`config.mk`:
```
export PLATFORM = sky130hd
export DESIGN_NAME = hpcs_core
export DESIGN_NICKNAME = d
export VERILOG_FILES = /design/src/core/hpcs_pkg.sv /design/src/core/hpcs_core.sv
export SDC_FILE = /design/constraint.sdc
export NUM_CORES = 1
export LEC_CHECK = 0
export CAP_MARGIN = 10
export CORE_MARGIN = 10
export CORE_UTILIZATION = 60
export CTS_CLUSTER_SIZE = 30
export DETAILED_ROUTE_END_ITERATION = 6
export DONT_BUFFER_PORTS = 1
export PLACE_DENSITY_LB_ADDON = 0.3
export SETUP_SLACK_MARGIN = 0.4
export SYNTH_ARGS = -nofsm -noshare
export SYNTH_HDL_FRONTEND = slang
export SYNTH_SLANG_ARGS = --single-unit
```
`constraint.sdc`:
```
create_clock -name clk -period 6 [get_ports clk]
set_clock_uncertainty 0.15 [all_clocks]
set_input_delay 0 -clock clk [delete_from_list [all_inputs] [get_ports clk]]
set_output_delay 0 -clock clk [all_outputs]
set_load 0.05 [all_outputs]
```
`src/core/hpcs_pkg.sv`:
```
// Constants for the hot-plug power-on reset and control-select block.
// Assumes a single 100 MHz clock and inputs already synchronous to it.
package hpcs_pkg;
  localparam int unsigned CLK_FREQ_HZ   = 100_000_000;
  localparam int unsigned POR_QUAL_US   = 250;
  // The clock is a whole number of megahertz, so the qualification count is exact.
  localparam int unsigned POR_QUAL_CYC  = POR_QUAL_US * (CLK_FREQ_HZ / 1_000_000);
  localparam int unsigned NUM_SLOTS     = 2;
  localparam int unsigned GPI_COUNT     = 2;
  localparam int unsigned STAT_W        = 8;

  typedef enum logic [1:0] {
    HPCS_OFF,
    HPCS_QUAL,
    HPCS_RUN
  } hpcs_state_type;
endpackage : hpcs_pkg

```
`src/core/hpcs_core.sv`:
```
// Power-on reset sequencer and power-control source selector for two slots.
// Assumes the standby-valid comparator and all pins are synchronous to clk.
`timescale 1ns/100ps
`default_nettype none
module hpcs_core
  import hpcs_pkg::*;
#(
  parameter int unsigned POR_CYCLES = POR_QUAL_CYC
) (
  input  wire logic                 clk,
  input  wire logic                 reset_n,
  input  wire logic                 standby_supply_ok,
  input  wire logic                 mgmt_pins_strapped_off,
  input  wire logic                 mgmt_control_sel,
  input  wire logic [NUM_SLOTS-1:0] main_enable,
  input  wire logic [NUM_SLOTS-1:0] slot_aux_enable,
  input  wire logic [NUM_SLOTS-1:0] mgmt_main_bit,
  input  wire logic [NUM_SLOTS-1:0] mgmt_aux_bit,
  input  wire logic [NUM_SLOTS-1:0] slot_fault_event,
  input  wire logic [GPI_COUNT-1:0] general_input_pins,
  input  wire logic [STAT_W-1:0]    supply_status,
  output logic                      por_active,
  output logic                      management_interface_ready,
  output logic                      mgmt_power_write_allowed,
  output logic                      regs_clear,
  output logic [NUM_SLOTS-1:0]      gate_drive_3v_source_on,
  output logic [NUM_SLOTS-1:0]      gate_drive_12v_sink_on,
  output logic [NUM_SLOTS-1:0]      gate_drive_12v_pullup_on,
  output logic [NUM_SLOTS-1:0]      gate_drive_3v_pulldown_on,
  output logic [NUM_SLOTS-1:0]      aux_output_on,
  output logic [NUM_SLOTS-1:0]      slot_fault_n,
  output logic [GPI_COUNT-1:0]      report_gpi,
  output logic [STAT_W-1:0]         report_status
);

  hpcs_state_type state_r;
  hpcs_state_type state_nxt;
  logic [31:0]    cnt_r;
  logic [31:0]    cnt_nxt;
  logic           done_r;
  logic           done_nxt;

  // Sequencer: any standby dropout returns to OFF, so the full qualification reruns.
  always_comb begin
    state_nxt = state_r;
    cnt_nxt   = cnt_r;
    done_nxt  = 1'b0;
    unique case (state_r)
      HPCS_OFF: begin
        cnt_nxt = 32'h0000_0000;
        if (standby_supply_ok) begin
          state_nxt = HPCS_QUAL;
        end
      end
      HPCS_QUAL: begin
        if (!standby_supply_ok) begin
          state_nxt = HPCS_OFF;
        end else if (cnt_r == POR_CYCLES - 1) begin
          state_nxt = HPCS_RUN;
          done_nxt  = 1'b1;
        end else begin
          cnt_nxt = cnt_r + 32'h0000_0001;
        end
      end
      HPCS_RUN: begin
        if (!standby_supply_ok) begin
          state_nxt = HPCS_OFF;
        end
      end
      default: begin
        state_nxt = HPCS_OFF;
      end
    endcase
  end

  // Registers only; reset constants.
  always_ff @(posedge clk or negedge reset_n) begin
    if (!reset_n) begin
      state_r <= HPCS_OFF;
      cnt_r   <= 32'h0000_0000;
      done_r  <= 1'b0;
    end else begin
      state_r <= state_nxt;
      cnt_r   <= cnt_nxt;
      done_r  <= done_nxt;
    end
  end

  logic                 run;
  logic [NUM_SLOTS-1:0] main_req;
  logic [NUM_SLOTS-1:0] aux_req;
  logic [NUM_SLOTS-1:0] main_on_r;
  logic [NUM_SLOTS-1:0] main_on_nxt;
  logic [NUM_SLOTS-1:0] aux_on_r;
  logic [NUM_SLOTS-1:0] aux_on_nxt;
  logic [NUM_SLOTS-1:0] fault_n_r;
  logic [NUM_SLOTS-1:0] fault_n_nxt;
  logic [GPI_COUNT-1:0] gpi_r;
  logic [GPI_COUNT-1:0] gpi_nxt;
  logic [STAT_W-1:0]    stat_r;
  logic [STAT_W-1:0]    stat_nxt;

  assign run = (state_r == HPCS_RUN);
  // Management bus is dead while strapped off or before reset completes.
  assign management_interface_ready = run && !mgmt_pins_strapped_off;
  // Power-control writes are blocked in hardwired mode; other accesses still go through.
  assign mgmt_power_write_allowed   = management_interface_ready && mgmt_control_sel;
  assign por_active                 = !run;
  assign regs_clear                 = done_r;

  // Select the power-control source; the other source is ignored, so nothing relies on
  // the controller not driving both.
  always_comb begin
    main_req = mgmt_control_sel ? mgmt_main_bit : main_enable;
    aux_req  = mgmt_control_sel ? mgmt_aux_bit : slot_aux_enable;
    if (!mgmt_control_sel || mgmt_pins_strapped_off) begin
      main_req = main_enable;
      aux_req  = slot_aux_enable;
    end
  end

  // Output state: levels followed every cycle so drive drops with the enable.
  always_comb begin
    main_on_nxt = run ? main_req : '0;
    aux_on_nxt  = run ? aux_req : '0;
    fault_n_nxt = ~(slot_fault_event & main_req & {NUM_SLOTS{run && !mgmt_control_sel}});
    gpi_nxt     = run ? general_input_pins : '0;
    stat_nxt    = run ? supply_status : '0;
  end

  // Output registers; reset leaves every slot off and the fault pins released.
  always_ff @(posedge clk or negedge reset_n) begin
    if (!reset_n) begin
      main_on_r <= '0;
      aux_on_r  <= '0;
      fault_n_r <= '1;
      gpi_r     <= '0;
      stat_r    <= '0;
    end else begin
      main_on_r <= main_on_nxt;
      aux_on_r  <= aux_on_nxt;
      fault_n_r <= fault_n_nxt;
      gpi_r     <= gpi_nxt;
      stat_r    <= stat_nxt;
    end
  end

  // Off slot: 12 V gate held high, 3.3 V gate held low; on slot: constant currents.
  assign gate_drive_3v_source_on   = main_on_r;
  assign gate_drive_12v_sink_on    = main_on_r;
  assign gate_drive_12v_pullup_on  = ~main_on_r;
  assign gate_drive_3v_pulldown_on = ~main_on_r;
  assign aux_output_on             = aux_on_r;
  assign slot_fault_n              = fault_n_r;
  assign report_gpi                = gpi_r;
  assign report_status             = stat_r;

  // Checker-only count of consecutive standby-good samples. It saturates, so a very
  // long good spell cannot wrap round and make a short qualification pass unseen.
  logic [31:0] ok_cnt_r;
  logic [31:0] ok_cnt_nxt;

  // Next standby-good count; any dropout starts it again from zero.
  always_comb begin
    ok_cnt_nxt = ok_cnt_r;
    if (!standby_supply_ok) begin
      ok_cnt_nxt = 32'h0000_0000;
    end else if (ok_cnt_r != 32'hffff_ffff) begin
      ok_cnt_nxt = ok_cnt_r + 32'h0000_0001;
    end
  end

  // Register of the standby-good count, cleared with the rest of the block.
  always_ff @(posedge clk or negedge reset_n) begin
    if (!reset_n) begin
      ok_cnt_r <= 32'h0000_0000;
    end else begin
      ok_cnt_r <= ok_cnt_nxt;
    end
  end

  // Per-slot gate pairs: both currents switch together, and both holds return
  // together, so a slot never has its source and its pull-down fighting.
  for (genvar g = 0; g < NUM_SLOTS; g++) begin : g_slot_chk

  end
endmodule : hpcs_core
`default_nettype wire

```
# Word-level counts from Yosys, hierarchy flattened
# Index checks and enable logic that the tools add are counted.
# word_totals
reg_bits	51
word_cells	51
# op_classes
eq_ne	8
mux	19
n_reduce_logical	11
bitwise_logic	4
n_addsub	1
# op_table
operator	n
32-bit 2-to-1 mux	2
32-bit one-hot mux with 2 select lines	1
32-bit by 1-bit adder with 32-bit output, second input constant	1
32-bit by 15-bit == test with 1-bit output, second input constant	1
2-bit 2-to-1 mux	11
8-bit 2-to-1 mux	1
2-bit inequality test, second input constant	4
2-bit one-hot mux with 3 select lines	1
3-bit AND reduction	2
2-bit AND	2
2-bit NOT	2
1-bit logical AND	3
1-bit zero test	3
1-bit 2-to-1 mux	3
3-bit inequality test, second input constant	1
2-bit by 1-bit == test with 1-bit output, second input constant	1
2-bit == test, second input constant	1
2-bit zero test	1
2-bit nonzero test	1
1-bit logical OR	1

# Longest topological paths before layout
# Gate-level depths: netlist (run 1).
# logic_depth
depth_word	6
ltp_mapped	8
ltp_nobuf	6

# Worst setup path before layout (run 1)
# Ideal clock, no wire load.
# synth_path
path_kind	flip-flop to flip-flop
from	register cnt_r[25]
to	register cnt_r[25]
stages_incl_launch_ff	8
required_ns	5.726
path_buffers	2
setup_slack_ns	3.752
arrival_ns	1.974
period_less_slack_ns	2.248
cell_sequence	dfrtp_1 -> or4_4 -> nor4_4 -> a21oi_2 -> buf_6 -> buf_8 -> o211a_1 -> a211o_1
# synth_between
elab_chain_len	4
# synth_rtl
item	line	rtl
start, declared	hpcs_core.sv:38	logic [31:0] cnt_r;
start signal, assigned	hpcs_core.sv:84	cnt_r <= cnt_nxt;
32-bit by 1-bit adder with 32-bit output	hpcs_core.sv:62	cnt_nxt = cnt_r + 32'h0000_0001;
32-bit 2-to-1 mux	hpcs_core.sv:58	end else if (cnt_r == POR_CYCLES - 1) begin
32-bit 2-to-1 mux	hpcs_core.sv:56	if (!standby_supply_ok) begin
32-bit one-hot mux with 2 select lines	hpcs_core.sv:48	unique case (state_r)
# Several ways; a longest one is shown, not always the timed one. The select of a mux whose other input is x is not followed.
# A chain may end at the register's enable or synchronous reset.

# Final worst setup path (run 1)
# layout_path
from	register state_r[0]
to	output management_interface_ready
# layout_between
elab_chain_len	2
# layout_rtl
item	line	rtl
start, declared	hpcs_core.sv:36	hpcs_state_type state_r;
start signal, assigned	hpcs_core.sv:83	state_r <= state_nxt;
2-bit == test	hpcs_core.sv:103	assign run = (state_r == HPCS_RUN);
1-bit logical AND	hpcs_core.sv:105	assign management_interface_ready = run && !mgmt_pins_strapped_off;
end, declared	hpcs_core.sv:23	output logic management_interface_ready,
# Every way passes these cells.

==> results of run 1 <==
[layout make-up]
| type | count | area, sq um |
|---|---|---|
| flip-flops and latches | 51 | 1280 |
| multi-input cells | 195 | 1250 |
| fillers | 324 | 1300 |
| clock inverters | 2 | 37.5 |
| clock buffers | 6 | 72.6 |
| inverters | 10 | 37.5 |
| well taps | 52 | 65.1 |
| repair buffers | 26 | 275 |
[logic make-up (layout without fill, tap and decap cells)]
kind of cell    Yosys count  after routing  share of synthesized area
simple gates            125            125                      0.280
compound gates           63             63                      0.161
flops                    51             51                      0.478
buf+inv                  26             44                     0.0537
mux                       6              6                     0.0229
fa+ha+maj                 1              1                    0.00467
[metrics by stage]
step	utilization	power, uW
floorplan	-	374
global placement	0.611	375
detailed placement	0.611	376
CTS	0.699	628
global route	0.699	650
finish	0.699	627
[Yosys cell counts (all sizes together) (3+ instances only)]
master  count
a211o       8
a21oi      16
a31oi       7
a41oi       3
and2       15
and3       12
and4        3
buf        11
clkbuf      5
dfrtp      49
inv        10
mux2i       5
nand2      13
nand3      15
nand3b      3
nand4      10
nor2       15
nor2b       3
nor3        8
nor4        8
o211a       3
o21ai      11
o31ai       4
or2         3
or4         7
[repair_timing]
action                    4_1_cts  5_1_grt
resized for setup               0        0
hold endpoints to repair       71        0
hold buffers                   25        0
[worst min path at each step]
stage,slack (ns),depth (start not counted),endpoint
floorplan,-0.45,0,aux_output_on[0]$_DFF_PN0_
global placement,-0.44,0,cnt_r[28]$_DFFE_PN0P_
detailed placement,-0.44,0,cnt_r[27]$_DFFE_PN0P_
CTS,0.03,1,management_interface_ready
global route,0.05,1,management_interface_ready
finish,0.05,1,management_interface_ready
[per-layer routing]
layer	vias to the layer above	share of wire	track usage
met2	85	0.52	0.294
li1	1043	-	-
met5	-	0	0
met4	0	0.026	0.0913
met3	14	0.051	0.0356
met1	1133	0.40	0.222
[sequential cells by signal (all words and copies together) (netlist names)]
register,count
report_status,8
gate_drive_12v_sink_on,2
slot_fault_n,2
cnt_r,32
regs_clear,1
report_gpi,2
state_r,2
aux_output_on,2
[power breakdown]
group          leakage, uW  switching (uW)  total (uW)  internal (uW)
combinational     0.000608            24.3        43.3           19.0
sequential        0.000702            3.22         348            345
clock            0.0000514             110         235            124
==> results.yml, run 1 <==
power_and_ir_drop:
  power_per_cell_area_nw_per_um2: 207
  power_leakage_uw: 0.00136
  worst_ir_drop_vdd_mv: 0.174
worst_setup_path:
  crit_path_cell_trace: "nor2b_1, inv_1, nor2_1"
  critPathCapture: "management_interface_ready"
  reg2reg_setup_slack_ns: 3.13
  worstPathMaxFanout: 13
  timing_worst_setup_path_type: "flip-flop to output pin"
  cp-startpoint: "state_r[0]$_DFFE_PN0P_"
  r2r-end: "slot_fault_n[1]$_DFF_PN1_"
  endpoint_required_time_on_the_critical_path_ns: 5.85
  crit_family: "simple AND/OR/NAND/NOR gates"
  critPathCaptureType: "output pin"
  worst_path_largest_cell_delay_ns: 0.88
  crit_cells: 3
  rr_worst_depth: 5
  data_arrival_critical_path_ns: 2.85
  worst_setup_path_start_kind: "flip-flop"
  slowest_stage: "sky130_fd_sc_hd__nor2_1"
  rr_startpoint: "state_r[0]$_DFFE_PN0P_"
  cp.buffers_inverters: 1
yosys:
  synth.distinct_cells: 52
  synth_nets: 298
  post_synth_edffs: 0
  synth_top_flop_cell: "sky130_fd_sc_hd__dfrtp_1"
  synth-seq-area-share: 0.478
  netlist.area_leader.share: 0.458
  synth.cell_area_sq_um: 2680
  post_synthesis_cell_count: 272
  ys_warn_count: 0
  synthesized_flop_and_latch_total: 51
  synth.largest_area_cell: "sky130_fd_sc_hd__dfrtp_1"
  synthesized_area_per_cell_sq_um: 9.84
  asyncSetResetFlopFracSynth: 1.00
  leading_post_synthesis_cells_by_cell_area: "sky130_fd_sc_hd__dfrtp_1 46%, sky130_fd_sc_hd__and2_1 3.5%, sky130_fd_sc_hd__a21oi_1 2.8%"
die:
  height_of_the_die_um: 86.8
  fp.dieW_um: 86.8
  placement_rows: 24
  fp.dieArea_sq_um: 7530
  initial_utilization: 0.619
  i_o_pin_total: 51
  fp.coreArea_sq_um: 4320
final_layout:
  final_common_cell: "sky130_fd_sc_hd__dfrtp_1"
  post_route_cells_drive_above_1_share: 0.0724
  postLayoutCellArea_sq_um: 3020
  layoutNonFillerInstCount: 342
  commonest_cells_after_routing_fill_and_taps_aside: "49 x sky130_fd_sc_hd__dfrtp_1, 24 x sky130_fd_sc_hd__dlygate4sd3_1"
  diodes: 0
  area_growth_pct: 12.9
  fin_nets: 315
routing:
  wl_um: 6760
  ant_nets: 0
  via_count: 2275
  detail_route.iter0.violations: 201
  drt-wirelength-per-cell_um: 19.8
  drt_pass1_iterations: 5
  detail_route.drc_violations: 0
  detail_route.vias_per_cell: 6.65
place:
  placedInstanceArea_sq_um: 2640
  placement.io_buffers: 0
  placed_cells_incl_taps: 309
  dp_hpwl_um: 4340
  gp_routability_congestion: 0.868
  post-place-ws_ns: 3.35
timing:
  final_report_max_slew_violation_count: 0
  layout_min_cycle_time_ns: 3.00
  fmax_mhz: 333
  setup_tns_ns: 0
  final_setup_vio_count: 0
  worst_slack_ns: 3.00
  hold_slack_ns: 0.0489
  worst_slew_pin_slew_ns: 0.985
  relSlewSlack: 0.341
  timing_hold_violations_final: 0
  period_share: 0.500
  unrepaired_setup_endpoints_after_global_routing: "false"
global_route:
  globalRouteOverflowTotal: 0
  via_count_of_the_first_global_routing_pass: 2252
  grt_antenna_before_repair: 0
  pin_count_of_the_biggest_net_entering_global_routing: 52
  grt_first_pass_wirelength_um: 11000
  gr-usage-all-layers: 0.181
clock_network:
  postCtsSetupBuffers: 0
  cts-root-to-sink-buffers: 2
  worst_skew_pair.late_latency_ns: 0.30
  cts_root_buf: "sky130_fd_sc_hd__clkbuf_8"
  cts.sinks: 51
  cts_made_buffers: 5
  tritoncts: "yes"
  h-tree-depth: 2
  clk_transition_reported_paths_ns: 0.09
hold_path:
  min-delay-path-class: "input port to output pin"
  worstHoldStart: "mgmt_pins_strapped_off"
status:
  run_status: "finished, final reports clean"
flow_run:
  cap_viol_max_count: 0
Note: power is estimated with default switching activity, not from simulation.
==> run 2: changes to the inputs <==
ABC_AREA = 1   (was unset)
CORE_UTILIZATION = 57   (was 60)
clock period = 2.49 ns   (was 6 ns; I/O delays follow)
==> results.yml, run 2 <==
clock_network:
  cts_made_buffers: 5
  h-tree-depth: 2
  cts_root_buf: "sky130_fd_sc_hd__clkbuf_8"
  cts-root-to-sink-buffers: 2
  clk_transition_reported_paths_ns: 0.10
  tritoncts: "yes"
  cts.sinks: 51
  worst_skew_pair.late_latency_ns: 0.32
routing:
  wl_met2_um: 3820
  drt-wirelength-per-cell_um: 14.8
  drt_pass1_iterations: 5
  ant_nets: 0
  via_count: 3153
  detail_route.vias_per_cell: 5.32
  highest_layer: "met4"
  wl_um: 8750
  detail_route.iter0.violations: 337
  met3_wirelength_um: 857
  wl_met1_um: 3760
  detail_route.drc_violations: 0
global_route:
  grt_antenna_before_repair: 0
  gr-usage-all-layers: 0.195
  grt_first_pass_wirelength_um: 14000
  globalRouteOverflowTotal: 0
  pin_count_of_the_biggest_net_entering_global_routing: 52
  via_count_of_the_first_global_routing_pass: 2945
yosys:
  synth.most_common_cell: "sky130_fd_sc_hd__nand2_1"
  ys_warn_count: 0
  synthesized_area_per_cell_sq_um: 6.53
  post_synthesis_cell_count: 484
  synth.distinct_cells: 27
  synth_top_cells_by_count: "185 x sky130_fd_sc_hd__nand2_1, 101 x sky130_fd_sc_hd__nor2_1, 60 x sky130_fd_sc_hd__inv_1"
  synth_top_family_by_area: "simple AND/OR/NAND/NOR gates"
  synthAdderAreaFrac: 0.00396
  post_synth_edffs: 0
  yosys.area_share.simple: 0.432
  asyncSetResetFlopFracSynth: 1.00
  synth_top_flop_cell: "sky130_fd_sc_hd__dfrtp_1"
  synth_compound_gate_area_share: 0.0202
  synth_nets: 510
  leading_post_synthesis_cells_by_cell_area: "sky130_fd_sc_hd__dfrtp_1 39%, sky130_fd_sc_hd__nand2_1 22%, sky130_fd_sc_hd__nor2_1 12%"
  synth-xor-area-share: 0.0360
  netlist.area_leader.share: 0.388
  synthesized_flop_and_latch_total: 51
  synth.area.mux_share: 0
  synth.largest_area_cell: "sky130_fd_sc_hd__dfrtp_1"
  synth.cell_area_sq_um: 3160
  synth-seq-area-share: 0.404
die:
  height_of_the_die_um: 94.5
  i_o_pin_total: 51
  initial_utilization: 0.581
  fp.dieArea_sq_um: 8930
  placement_rows: 27
  fp.dieW_um: 94.5
  fp.coreArea_sq_um: 5440
final_layout:
  fin_nets: 546
  final_common_cell: "sky130_fd_sc_hd__nand2_1"
  largest_reg_flops: 32
  diodes: 0
  commonest_cells_after_routing_fill_and_taps_aside: "183 x sky130_fd_sc_hd__nand2_1, 98 x sky130_fd_sc_hd__nor2_1, 60 x sky130_fd_sc_hd__inv_1"
  area_growth_pct: 18.0
  regMostFlops: "cnt_r"
  post_route_cells_drive_above_1_share: 0.0883
worst_setup_path:
  r2r-end: "slot_fault_n[1]$_DFF_PN1_"
  cp-startpoint: "state_r[0]$_DFFE_PN0P_"
  cp.buffers_inverters: 3
  crit_path_cell_trace: "buf_4, nor2_4, inv_1, nor3_2, nand3_1, dlygate4sd3_1"
  rr_worst_depth: 6
  worst_setup_path_start_kind: "flip-flop"
  endpoint_required_time_on_the_critical_path_ns: 2.58
  worstPathMaxFanout: 9
  reg2reg_setup_slack_ns: 0.45
  data_arrival_critical_path_ns: 2.13
  crit_family: "buffers and inverters"
  critPathCaptureType: "flip-flop"
  rr_startpoint: "state_r[0]$_DFFE_PN0P_"
  timing_worst_setup_path_type: "flip-flop to flip-flop"
  slowest_stage: "sky130_fd_sc_hd__dlygate4sd3_1"
  worst_path_largest_cell_delay_ns: 0.60
place:
  gp_routability_congestion: 0.932
  post-place-ws_ns: 0.381
  dp_hpwl_um: 5840
  placement.io_buffers: 0
timing:
  unrepaired_setup_endpoints_after_global_routing: "false"
  fmax_mhz: 490
  relSlewSlack: 0.645
  setup_tns_ns: 0
  period_share: 0.819
  layout_min_cycle_time_ns: 2.04
  worst_slack_ns: 0.450
  timing_hold_violations_final: 0
  final_setup_vio_count: 0
  final_report_max_slew_violation_count: 0
  worst_slew_pin_slew_ns: 0.533
  hold_slack_ns: 0.0304
flow_run:
  cap_viol_max_count: 0
power_and_ir_drop:
  power_leakage_uw: 0.00181
  worst_ir_drop_vdd_mv: 0.275
  power_per_cell_area_nw_per_um2: 425
status:
  run_status: "finished, final reports clean"
hold_path:
  min-delay-path-class: "input port to async pin"
==> run 2: routing by layer <==
layer / vias up / global-route usage
met4: 0 / 0.0798
met5: - / 0
met2: 169 / 0.304
li1: 1529 / -
met3: 35 / 0.0547
met1: 1420 / 0.249
==> run 2: repair_timing <==
action / in CTS / in global routing
hold buffers: 28 / 0
endpoints found under the setup margin: 12 / 34
cloned: 0 / 2
pin swaps: 0 / 5
endpoints found under the hold margin: 76 / 0
setup buffers: 0 / 3
resized for setup: 1 / 10
==> run 2: per-stage QoR <==
stage	power (uW)	cell area [sq um]	utilization	instances
5_1_grt	1640	3730	0.686	593
3_5_place_dp	905	3220	0.592	552
2_1_floorplan	898	3160	-	484
6_report	1580	3730	0.686	593
3_3_place_gp	903	3220	0.592	552
4_1_cts	1570	3650	0.670	588
==> run 2: report_power, final <==
part	switching (uW)	total, uW	internal [uW]	leakage (uW)
Sequential	4.93	837	832	0.000702
Combinational	73.6	119	45.8	0.00105
Clock	298	629	331	0.0000618
==> run 2: cell families after synthesis <==
logic type      Yosys count
fa+ha+maj                 1
buf+inv                  75
compound gates           11
xor+xnor                 13
simple gates            333
flops                    51
==> run 2: worst max-delay path by stage <==
stage,end,slack [ns],depth (start not counted)
after floorplan,slot_fault_n[0]$_DFF_PN1_,0.52,7
after global placement,cnt_r[1]$_DFFE_PN0P_,0.49,12
after detailed placement,cnt_r[22]$_DFFE_PN0P_,0.38,12
after CTS,cnt_r[3]$_DFFE_PN0P_,0.41,12
after global routing,cnt_r[16]$_DFFE_PN0P_,0.37,12
final,slot_fault_n[1]$_DFF_PN1_,0.45,6
==> run 2: area by class of cell <==
cell class	count	area, sq um
inverters	63	236
flip-flops and latches	51	1280
well taps	72	90.1
repair buffers	39	384
multi-input cells	360	1620
fillers	439	1710
clock inverters	2	38.8
clock buffers	6	82.6
